--- src/hw/mhb_regs.svh ---
`ifndef MHB_REGS_SVH
`define MHB_REGS_SVH

// Mode selection values carried by the bit-mode command.
`define MHB_MODE_EMULATION  8'h08
`define MHB_MODE_RESET      8'h00

// Bus cycle timing in clk_sys cycles.
`define MHB_ADDR_SETUP_CLK  3'h1
`define MHB_ALE_CLK         3'h1
`define MHB_ALE_EXT_CLK     3'h2
`define MHB_DATA_SETUP_CLK  3'h1
`define MHB_STROBE_CLK      3'h1
`define MHB_STROBE_EXT_CLK  3'h6

// Reset values.
`define MHB_UPPER_RST       8'h00
`define MHB_AUX_RST         2'h0

// Field positions inside the auxiliary pin byte.
`define MHB_AUX_FIRST_BIT   0
`define MHB_AUX_IRQ_BIT     1

`endif

--- src/hw/mhb_pkg.sv ---
package mhb_pkg;

  typedef enum logic [2:0] {
    MHB_OP_READ,
    MHB_OP_READ_EXT,
    MHB_OP_WRITE,
    MHB_OP_WRITE_EXT,
    MHB_OP_WAIT_HIGH,
    MHB_OP_WAIT_LOW,
    MHB_OP_SET_AUX,
    MHB_OP_GET_AUX
  } mhb_op_e;

  typedef enum logic [2:0] {
    MHB_ST_IDLE,
    MHB_ST_ADDR,
    MHB_ST_ALE,
    MHB_ST_SETUP,
    MHB_ST_STROBE,
    MHB_ST_HOLD,
    MHB_ST_WAIT
  } mhb_state_e;

  typedef logic [7:0] mhb_byte_t;

endpackage : mhb_pkg

--- src/hw/mhb_host_bus.sv ---
// Notes on behaviour
// - Low address and data share one 8-bit bidirectional bus, time-multiplexed.
// - A separate output byte carries address bits eight to fifteen.
// - Four bus operations; only the extended ones update the upper byte.
// - Mode value 8 enters emulation; value 0 resets out of it.
// - In emulation both channels' pins act as one bus interface.
// - First auxiliary pin is GPIO, set, cleared or read by command.
// - Wait commands stall processing until the irq pin is high or low.
// - After the interrupt level, the queued read runs and returns its byte.
// - Wait input low lengthens cycles; it is held high when unused.
// - A monitor pin shows the clock the bus logic runs from; here it shows it divided by twice MON_HALF_PERIOD.
// - Latch strobe pulses high; active-low select pulses each cycle.
// - Write latch strobe is one clock, two if wait is low.
// - Data leads write strobe by a clock; strobe six clocks if waiting.
// - Select releases half a clock after write strobe; data held till then.
`timescale 1ns/100ps
`include "mhb_regs.svh"
module mhb_host_bus #(
  parameter int MON_HALF_PERIOD = 1
) (
  // Clock and reset
  input  wire logic              clk_sys,
  input  wire logic              rst,
  // Mode selection
  input  wire logic              mode_sel_valid,
  input  wire mhb_pkg::mhb_byte_t mode_sel_value,
  output logic                   mode_active,
  // Command port
  input  wire logic              cmd_valid,
  output logic                   cmd_ready,
  input  wire mhb_pkg::mhb_op_e  cmd_op,
  input  wire logic       [15:0] cmd_addr,
  input  wire mhb_pkg::mhb_byte_t cmd_wdata,
  // Answer port
  output logic                   rsp_valid,
  output mhb_pkg::mhb_byte_t     rsp_data,
  // Multiplexed address and data bus
  input  wire mhb_pkg::mhb_byte_t muxed_bus_in,
  output mhb_pkg::mhb_byte_t     muxed_bus_out,
  output logic                   muxed_bus_oe,
  // Upper address and strobes
  output mhb_pkg::mhb_byte_t     upper_addr_out,
  output logic                   ale_out,
  output logic                   cs_n_out,
  output logic                   rd_n_out,
  output logic                   wr_n_out,
  input  wire logic              wait_extend_in,
  // Auxiliary pins
  input  wire logic              aux_pin_first_in,
  output logic                   aux_pin_first_out,
  output logic                   aux_pin_first_oe,
  input  wire logic              irq_wait_pin_in,
  output logic                   irq_wait_pin_out,
  output logic                   irq_wait_pin_oe,
  // Clock monitor
  output logic                   clock_monitor_out
);
  import mhb_pkg::*;

  mhb_state_e state_r;
  mhb_state_e state_nxt;
  mhb_op_e    op_r;
  mhb_op_e    op_nxt;
  logic [2:0] cnt_r;
  logic [2:0] cnt_nxt;
  logic       ext_r;
  logic       ext_nxt;
  mhb_byte_t  wdata_r;
  mhb_byte_t  wdata_nxt;
  mhb_byte_t  bus_out_nxt;
  logic       bus_oe_nxt;
  mhb_byte_t  upper_nxt;
  logic       ale_nxt;
  logic       cs_n_r;
  logic       cs_n_nxt;
  logic       rd_n_nxt;
  logic       wr_n_nxt;
  logic       rsp_valid_nxt;
  mhb_byte_t  rsp_data_nxt;
  logic       mode_nxt;
  logic       ready_nxt;
  logic [1:0] aux_out;
  logic [1:0] aux_oe;

  function automatic logic op_is_write(input mhb_op_e op);
    op_is_write = (op == MHB_OP_WRITE) || (op == MHB_OP_WRITE_EXT);
  endfunction : op_is_write

  function automatic logic op_is_bus(input mhb_op_e op);
    op_is_bus = (op == MHB_OP_READ) || (op == MHB_OP_READ_EXT) ||
                op_is_write(op);
  endfunction : op_is_bus

  // Decoding of the mode command and of the incoming command.
  wire mode_enter  = mode_sel_valid &&
                     (mode_sel_value == `MHB_MODE_EMULATION);
  wire mode_leave  = mode_sel_valid && !mode_enter;
  wire accept      = cmd_valid && cmd_ready && !mode_sel_valid;
  wire is_ext      = (cmd_op == MHB_OP_READ_EXT) ||
                     (cmd_op == MHB_OP_WRITE_EXT);
  wire aux_set     = accept && (cmd_op == MHB_OP_SET_AUX);
  wire aux_get     = accept && (cmd_op == MHB_OP_GET_AUX);
  wire ale_last    = ext_r ? (cnt_r == `MHB_ALE_EXT_CLK - 3'h1)
                           : (cnt_r == `MHB_ALE_CLK - 3'h1);
  wire strobe_last = ext_r ? (cnt_r == `MHB_STROBE_EXT_CLK - 3'h1)
                           : (cnt_r == `MHB_STROBE_CLK - 3'h1);
  wire level_hit   = (irq_wait_pin_in == (op_r == MHB_OP_WAIT_HIGH));
  wire mhb_byte_t aux_read = {6'h00, irq_wait_pin_in, aux_pin_first_in};

  always_comb begin
    state_nxt     = state_r;
    op_nxt        = op_r;
    cnt_nxt       = cnt_r;
    ext_nxt       = ext_r;
    wdata_nxt     = wdata_r;
    bus_out_nxt   = muxed_bus_out;
    bus_oe_nxt    = muxed_bus_oe;
    upper_nxt     = upper_addr_out;
    ale_nxt       = ale_out;
    cs_n_nxt      = cs_n_r;
    rd_n_nxt      = rd_n_out;
    wr_n_nxt      = wr_n_out;
    rsp_valid_nxt = 1'b0;
    rsp_data_nxt  = rsp_data;
    mode_nxt      = mode_active;
    case (state_r)
      MHB_ST_IDLE: begin
        if (accept) begin
          op_nxt    = cmd_op;
          wdata_nxt = cmd_wdata;
          if (is_ext) begin
            upper_nxt = cmd_addr[15:8];
          end
          if (op_is_bus(cmd_op)) begin
            bus_out_nxt = cmd_addr[7:0];
            bus_oe_nxt  = 1'b1;
            cnt_nxt     = 3'h0;
            state_nxt   = MHB_ST_ADDR;
          end else if ((cmd_op == MHB_OP_WAIT_HIGH) ||
                       (cmd_op == MHB_OP_WAIT_LOW)) begin
            state_nxt = MHB_ST_WAIT;
          end
        end
        if (aux_get) begin
          rsp_valid_nxt = 1'b1;
          rsp_data_nxt  = aux_read;
        end
      end
      MHB_ST_ADDR: begin
        if (cnt_r == `MHB_ADDR_SETUP_CLK - 3'h1) begin
          ale_nxt   = 1'b1;
          ext_nxt   = !wait_extend_in;
          cnt_nxt   = 3'h0;
          state_nxt = MHB_ST_ALE;
        end else begin
          cnt_nxt = cnt_r + 3'h1;
        end
      end
      MHB_ST_ALE: begin
        if (ale_last) begin
          ale_nxt  = 1'b0;
          cs_n_nxt = 1'b0;
          cnt_nxt  = 3'h0;
          if (op_is_write(op_r)) begin
            bus_out_nxt = wdata_r;
          end else begin
            bus_oe_nxt = 1'b0;
          end
          state_nxt = MHB_ST_SETUP;
        end else begin
          cnt_nxt = cnt_r + 3'h1;
        end
      end
      MHB_ST_SETUP: begin
        if (cnt_r == `MHB_DATA_SETUP_CLK - 3'h1) begin
          if (op_is_write(op_r)) begin
            wr_n_nxt = 1'b0;
          end else begin
            rd_n_nxt = 1'b0;
          end
          ext_nxt   = !wait_extend_in;
          cnt_nxt   = 3'h0;
          state_nxt = MHB_ST_STROBE;
        end else begin
          cnt_nxt = cnt_r + 3'h1;
        end
      end
      MHB_ST_STROBE: begin
        if (strobe_last) begin
          wr_n_nxt  = 1'b1;
          rd_n_nxt  = 1'b1;
          // The select flop here is retimed on the falling edge below,
          // which gives the half-clock release after the strobe.
          cs_n_nxt  = 1'b1;
          state_nxt = MHB_ST_HOLD;
          if (!op_is_write(op_r)) begin
            rsp_valid_nxt = 1'b1;
            rsp_data_nxt  = muxed_bus_in;
          end
        end else begin
          cnt_nxt = cnt_r + 3'h1;
        end
      end
      MHB_ST_HOLD: begin
        bus_oe_nxt = 1'b0;
        state_nxt  = MHB_ST_IDLE;
      end
      MHB_ST_WAIT: begin
        if (level_hit) begin
          state_nxt = MHB_ST_IDLE;
        end
      end
      default: begin
        state_nxt = MHB_ST_IDLE;
      end
    endcase
    if (mode_enter) begin
      mode_nxt = 1'b1;
    end
    if (mode_leave) begin
      // Leaving the mode abandons any cycle and parks every pin but the clock monitor.
      mode_nxt      = 1'b0;
      state_nxt     = MHB_ST_IDLE;
      bus_oe_nxt    = 1'b0;
      bus_out_nxt   = 8'h00;
      upper_nxt     = `MHB_UPPER_RST;
      ale_nxt       = 1'b0;
      cs_n_nxt      = 1'b1;
      rd_n_nxt      = 1'b1;
      wr_n_nxt      = 1'b1;
      rsp_valid_nxt = 1'b0;
    end
  end

  assign ready_nxt = mode_nxt && (state_nxt == MHB_ST_IDLE) &&
                     !(accept && op_is_bus(cmd_op));

  always_ff @(posedge clk_sys or posedge rst) begin
    if (rst) begin
      state_r <= MHB_ST_IDLE;
      op_r    <= MHB_OP_READ;
      cnt_r   <= 3'h0;
      ext_r   <= 1'b0;
      wdata_r <= 8'h00;
    end else begin
      state_r <= state_nxt;
      op_r    <= op_nxt;
      cnt_r   <= cnt_nxt;
      ext_r   <= ext_nxt;
      wdata_r <= wdata_nxt;
    end
  end

  always_ff @(posedge clk_sys or posedge rst) begin
    if (rst) begin
      muxed_bus_out  <= 8'h00;
      muxed_bus_oe   <= 1'b0;
      upper_addr_out <= `MHB_UPPER_RST;
      ale_out        <= 1'b0;
      cs_n_r         <= 1'b1;
      rd_n_out       <= 1'b1;
      wr_n_out       <= 1'b1;
    end else begin
      muxed_bus_out  <= bus_out_nxt;
      muxed_bus_oe   <= bus_oe_nxt;
      upper_addr_out <= upper_nxt;
      ale_out        <= ale_nxt;
      cs_n_r         <= cs_n_nxt;
      rd_n_out       <= rd_n_nxt;
      wr_n_out       <= wr_n_nxt;
    end
  end

  always_ff @(posedge clk_sys or posedge rst) begin
    if (rst) begin
      rsp_valid   <= 1'b0;
      rsp_data    <= 8'h00;
      mode_active <= 1'b0;
      cmd_ready   <= 1'b0;
    end else begin
      rsp_valid   <= rsp_valid_nxt;
      rsp_data    <= rsp_data_nxt;
      mode_active <= mode_nxt;
      cmd_ready   <= ready_nxt;
    end
  end

  // Select moves half a clock after its rising-edge source.
  always_ff @(negedge clk_sys or posedge rst) begin
    if (rst) begin
      cs_n_out <= 1'b1;
    end else begin
      cs_n_out <= cs_n_r;
    end
  end

  mhb_aux_pins u_aux (
    .clk_sys (clk_sys),
    .rst     (rst),
    .clear   (mode_leave),
    .set_stb (aux_set),
    .set_val (cmd_wdata[1:0]),
    .set_dir (cmd_addr[1:0]),
    .pin_out (aux_out),
    .pin_oe  (aux_oe)
  );

  assign aux_pin_first_out = aux_out[`MHB_AUX_FIRST_BIT];
  assign aux_pin_first_oe  = aux_oe[`MHB_AUX_FIRST_BIT];
  assign irq_wait_pin_out  = aux_out[`MHB_AUX_IRQ_BIT];
  assign irq_wait_pin_oe   = aux_oe[`MHB_AUX_IRQ_BIT];

  mhb_clk_mon #(
    .HALF_PERIOD (MON_HALF_PERIOD)
  ) u_mon (
    .clk_sys           (clk_sys),
    .rst               (rst),
    .clock_monitor_out (clock_monitor_out)
  );

endmodule : mhb_host_bus

--- src/hw/mhb_clk_mon.sv ---
`timescale 1ns/100ps
module mhb_clk_mon #(
  parameter int HALF_PERIOD = 1
) (
  // Clock and reset
  input  wire logic clk_sys,
  input  wire logic rst,
  // Monitor pin
  output logic      clock_monitor_out
);
  import mhb_pkg::*;

  // A flop cannot pass the clock itself, so the pin shows it divided by twice HALF_PERIOD.
  logic [7:0] cnt_r;
  wire        wrap = (cnt_r == 8'(HALF_PERIOD - 1));

  always_ff @(posedge clk_sys or posedge rst) begin
    if (rst) begin
      cnt_r             <= 8'h00;
      clock_monitor_out <= 1'b0;
    end else begin
      cnt_r             <= wrap ? 8'h00 : cnt_r + 8'h01;
      clock_monitor_out <= wrap ? ~clock_monitor_out : clock_monitor_out;
    end
  end

endmodule : mhb_clk_mon

--- src/hw/mhb_aux_pins.sv ---
`timescale 1ns/100ps
`include "mhb_regs.svh"
module mhb_aux_pins (
  // Clock and reset
  input  wire logic       clk_sys,
  input  wire logic       rst,
  // Control from the bus engine
  input  wire logic       clear,
  input  wire logic       set_stb,
  input  wire logic [1:0] set_val,
  input  wire logic [1:0] set_dir,
  // Pin drive
  output logic      [1:0] pin_out,
  output logic      [1:0] pin_oe
);
  import mhb_pkg::*;

  genvar g;
  generate
    for (g = 0; g < 2; g++) begin : g_pin
      always_ff @(posedge clk_sys or posedge rst) begin
        if (rst) begin
          pin_out[g] <= 1'b0;
          pin_oe[g]  <= 1'b0;
        end else if (clear) begin
          pin_out[g] <= 1'b0;
          pin_oe[g]  <= 1'b0;
        end else if (set_stb) begin
          pin_out[g] <= set_val[g];
          pin_oe[g]  <= set_dir[g];
        end
      end
    end
  endgenerate

endmodule : mhb_aux_pins

--- config.mk ---
export PLATFORM = sky130hd
export DESIGN_NAME = mhb_host_bus
export DESIGN_NICKNAME = d
export VERILOG_FILES = /design/src/hw/mhb_pkg.sv /design/src/hw/mhb_host_bus.sv /design/src/hw/mhb_clk_mon.sv /design/src/hw/mhb_aux_pins.sv
export VERILOG_INCLUDE_DIRS = /design/src /design/src/hw
export SDC_FILE = /design/constraint.sdc
export NUM_CORES = 1
export LEC_CHECK = 0
export ABC_AREA = 1
export BUFFER_PORTS_ARGS = -buffer_cell sky130_fd_sc_hd__buf_4
export CORE_AREA = 2 2 108 110
export CTS_BUF_LIST = sky130_fd_sc_hd__clkbuf_4 sky130_fd_sc_hd__clkbuf_8
export CTS_CLUSTER_SIZE = 12
export DETAILED_ROUTE_END_ITERATION = 16
export DIE_AREA = 0 0 110 112
export HOLD_SLACK_MARGIN = 0.12
export SKIP_LAST_GASP = 1
export SYNTH_ARGS = -nofsm -noshare
export SYNTH_HDL_FRONTEND = slang
export SYNTH_SLANG_ARGS = --single-unit
--- constraint.sdc ---
create_clock -name clk_sys -period 2.81 [get_ports clk_sys]
set_clock_uncertainty 0.1 [all_clocks]
set_input_delay 0.4215 -clock clk_sys [delete_from_list [all_inputs] [get_ports clk_sys]]
set_output_delay 0.4215 -clock clk_sys [all_outputs]
set_load 0.02 [all_outputs]
======== After elaboration in Yosys (flattened, before gate mapping) ========
Cells that the tools add are included.
storage, ports and cells
  bits in registers ....................... 64
  word-level logic and storage cells ...... 177
  output and inout bits ................... 37
operators by class
  mux-type cells .......................... 68
  bitwise logic cells ..................... 1
  equality and inequality tests ........... 36
  add/sub/neg operators ................... 2
  reduce and logical (&&, ||, !) cells .... 47
operators with widths
  kind                                                                   count
  8-bit two-way mux                                                      13
  3-bit two-way mux                                                      14
  8-bit case mux with 2 select lines                                     2
  1-bit two-way mux                                                      31
  3-bit inequality test, second input constant                           10
  3-bit equality test, second input constant                             9
  3-bit by 2-bit equality test with 1-bit output, second input constant  6
  3-bit case mux with 6 select lines                                     1
  4-bit AND reduction                                                    4
  3-bit logical NOT                                                      4
  2-bit inequality test, second input constant                           6
  3-bit case mux with 4 select lines                                     1
  3-bit nonzero test                                                     4
  1-bit case mux with 2 select lines                                     5
  5-bit AND reduction                                                    2
  2-bit nonzero test                                                     5
  3-bit by 1-bit equality test with 1-bit output, second input constant  3
  1-bit logical AND                                                      9
  3-bit AND reduction                                                    3
  8-bit by 1-bit adder with 8-bit output, second input constant          1
  8-bit by 4-bit equality test with 1-bit output, second input constant  1
  8-bit logical NOT                                                      1
  4-bit nonzero test                                                     2
  1-bit logical OR                                                       6
  other kinds (7)                                                        11

======== Logic depth before layout (Yosys ltp) ========
  word-level depth ........................ 10
  gate-level depth with buffers ........... 12
  mapped depth without buffers ............ 11

======== Modules after synthesis ========
From an unflattened synthesis, not the netlist that was laid out.
unflattened totals
  cells, all modules ...................... 426
  area, all modules ....................... 3273.1 um^2
by module, submodules not included
  module        area an instance (um^2)  cells an instance  times used  seq. area each (um^2)
  mhb_host_bus  2648.8                   347                1           1281.2
  mhb_clk_mon   460.4                    60                 1           225.2
  mhb_aux_pins  163.9                    19                 1           100.1

==> impl_metrics.py <==
metrics = {
    "outcome": {
        "status": "complete, but fails checks",
        "violations": "setup timing",
    },
    "grt": {
        "grt-ovfl-total": 0,
        "grt_pass1_vias": 2804,
        "grt_util_all_layers_pct": 13.7,
        "grtUsageMet2_pct": 20.9,
        "grt_max_degree": 64,
        "gr-max-usage-layer": "met2",
        "grtUsageMet1_pct": 17.8,
        "met3_usage_pct": 4.86,
        "grt_pass1_wl_um": 13100,
        "antenna_found_initial": 0,
    },
    "clocking": {
        "clock_sink_count": 64,
        "clk_pin_slew_ps": 60,
        "numCtsBuffers": 9,
        "worst_skew_pair.late_latency_ps": 350,
        "h-tree-depth": 3,
        "cts_tree": "built",
        "cts_hold_buf": 0,
        "clock_path_buffers": 2,
        "cts_root_buf": "clkbuf_8",
    },
    "cells_and_area": {
        "area_growth_pct": 31.9,
        "drive_gt1_share_pct": 24.8,
        "num-nets-final": 567,
        "finalNonFillerCells": 660,
        "final_core_util_pct": 38.9,
        "layout_common_cells": "118 x nand2_1, 89 x buf_4, 70 x inv_1",
        "antenna_cells": 0,
        "final_common_cell": "nand2_1",
    },
    "power": {
        "p_sw_share_pct": 28.0,
        "p_per_area_nw_per_um2": 589,
        "clock_power_share_pct": 38.3,
        "p_int_uw": 1850,
        "worst_ir_drop_vdd_v": 0.000314,
        "comb_power_share_pct": 19.0,
        "seqPwrFrac_pct": 42.6,
        "power_leakage_uw": 0.00235,
        "netSwitchingPower_uw": 718,
    },
    "route": {
        "drc_errors": 0,
        "routed_wl_um": 7890,
        "routedWlPerCell_um": 12.0,
        "vias_per_cell": 4.46,
        "vias": 2941,
        "drt-pass1-iter-count": 4,
        "ant_nets": 0,
        "drtIter0Drc": 171,
    },
    "sta": {
        "tightestPinTransition_ps": 814,
        "holdWs_ps": 157,
        "fin_tns_setup_ps": -116,
        "hold_viol_final": 0,
        "maxSlewViolCount": 0,
        "relSlewSlack_pct": 45.8,
        "fin_ws_ps": -116,
        "rsz0062_at_grt": "true",
        "finalSetupViolations": 1,
    },
    "setup_path": {
        "slowest_delay_ps": 510,
        "cp.arrival_ps": 2400,
        "start_kind": "flip-flop",
        "reg2reg_slack_ps": 750,
        "crit_required_ps": 2290,
        "reg2reg_from": "cs_n_r",
        "timing.critical_path.cells": "buf_6",
        "crit_cells": 1,
        "cp_max_fo": 1,
        "path_class": "flip-flop to output port",
        "crit_buf_inv": 1,
        "endpoint_kind": "output port",
        "worstSetupEndpoint": "cs_n_out",
        "crit_start": "cs_n_out",
        "cp_slowest_cell": "dfstp_2",
        "reg2reg_depth": 0,
        "r2r_end": "cs_n_out",
        "cp_top_family": "flip-flops",
    },
    "synth": {
        "synth_nets": 476,
        "ys_ff_latch": 64,
        "yosysWarnings": 0,
        "synth_top_area_cell": "dfrtp_1",
        "seq_area_frac_synth_pct": 48.7,
        "synthTopCellsByArea": "dfrtp_1 46%, nand2_1 13%, inv_1 8.1%",
        "postSynthAreaPerCell_um2": 7.83,
        "syn-instance-count": 421,
        "synth_top_area_share_pct": 45.5,
        "synthesis.area_um2": 3300,
        "ys_types": 28,
    },
    "hold_path": {
        "min_path_type": "input pin to flip-flop",
    },
    "die": {
        "coreArea_um2": 11200,
        "start_util_pct": 29.5,
        "rows": 39,
        "die_area_um2": 12300,
        "die_h_um": 112,
        "die_w_um": 110,
        "pin_count": 87,
    },
    "place": {
        "preCtsSetupSlack_ps": 261,
        "dp.cells": 644,
        "place.gp.congestion": 0.835,
        "port_buffers": 86,
        "dp_hpwl_um": 5930,
    },
    "job": {
        "maxCapViolations": 0,
    },
}
[synth_stat cells]
cell type	count
a21oi_1	5
a22oi_1	8
a31oi_1	1
buf_2	6
buf_6	2
clkbuf_1	2
dfrtp_1	60
dfstp_2	4
ha_1	5
inv_1	71
inv_2	2
nand2_1	118
nand2_2	4
nand3_1	45
nand3_2	6
nand4_1	12
nor2_1	23
nor2_2	1
nor2_4	2
nor3_1	3
nor3b_1	1
nor4_1	1
o21a_1	1
o21ai_0	30
o21ai_1	1
o21ai_2	1
o21ai_4	1
xor2_1	5
[worst min path at each step]
| stage | start | endpoint | slack, ps | cells past startpoint |
|---|---|---|---|---|
| final | wait_extend_in | ext_r | 160 | 2 |
| after global routing | wait_extend_in | ext_r | 150 | 2 |
| after CTS | wait_extend_in | ext_r | 140 | 2 |
| after detailed placement | cs_n_r | cs_n_r | 360 | 2 |
| after global placement | u_mon.cnt_r[0] | u_mon.cnt_r[0] | 350 | 1 |
| after floorplan | u_mon.cnt_r[0] | u_mon.cnt_r[0] | 330 | 1 |
[stage by stage]
step	instance area (µm²)	total power, µW
6_report	4350	2560
2_1_floorplan	3300	1400
3_5_place_dp	4100	1600
4_1_cts	4350	2610
5_1_grt	4350	2720
3_3_place_gp	4100	1590
[timing repair]
item                                    CTS  global route
pin swaps                                 0             0
endpoints found under the setup margin    1             1
resized for setup                         1             0
buffers inserted                          0             0
[logic make-up after synthesis]
group	after synthesis	share of synthesized area, %
xor gates and xnor gates	5	1.33
DFF	64	48.7
AOI/OAI and AO/OA	48	8.46
adders and majority gates	5	1.90
buffers and inverters	83	10.1
and+or+nand+nor	216	29.5
[sequential cells by signal (all words and copies together), names as in the netlist]
name	cells
u_mon.cnt_r	8
ale_out	1
upper_addr_out	8
cs_n_r	1
state_r	3
u_aux.pin_out	2
wr_n_out	1
wdata_r	8
mode_active	1
cmd_ready	1
rd_n_out	1
muxed_bus_out	8
u_mon.clock_monitor_out	1
op_r	3
rsp_valid	1
cs_n_out	1
muxed_bus_oe	1
u_aux.pin_oe	2
rsp_data	8
ext_r	1
cnt_r	3
[final cells by class]
cell class              count  area (µm²)
clock buffers              11         145
clock inverters             6         108
fillers                  1134        6830
inverters                  72         274
multi-input cells         274        1360
flip-flops and latches     64        1610
well taps                 143         179
repair buffers             90         679
[per-layer routing]
metal	up-vias	share of wire, %
met5	-	0
met4	0	1.7
met3	13	8.2
met2	92	45
met1	1321	45
li1	1515	-
[power by group through the flow]
stage | combinational (µW) | sequential, µW | clock, µW
finish | 488 | 1090 | 982
global route | 549 | 1110 | 1060
CTS | 491 | 1090 | 1020
detailed placement | 489 | 1110 | 4.45
global placement | 481 | 1110 | 4.45
floorplan | 246 | 1150 | 4.45
Power figures use the tool's default switching activity.
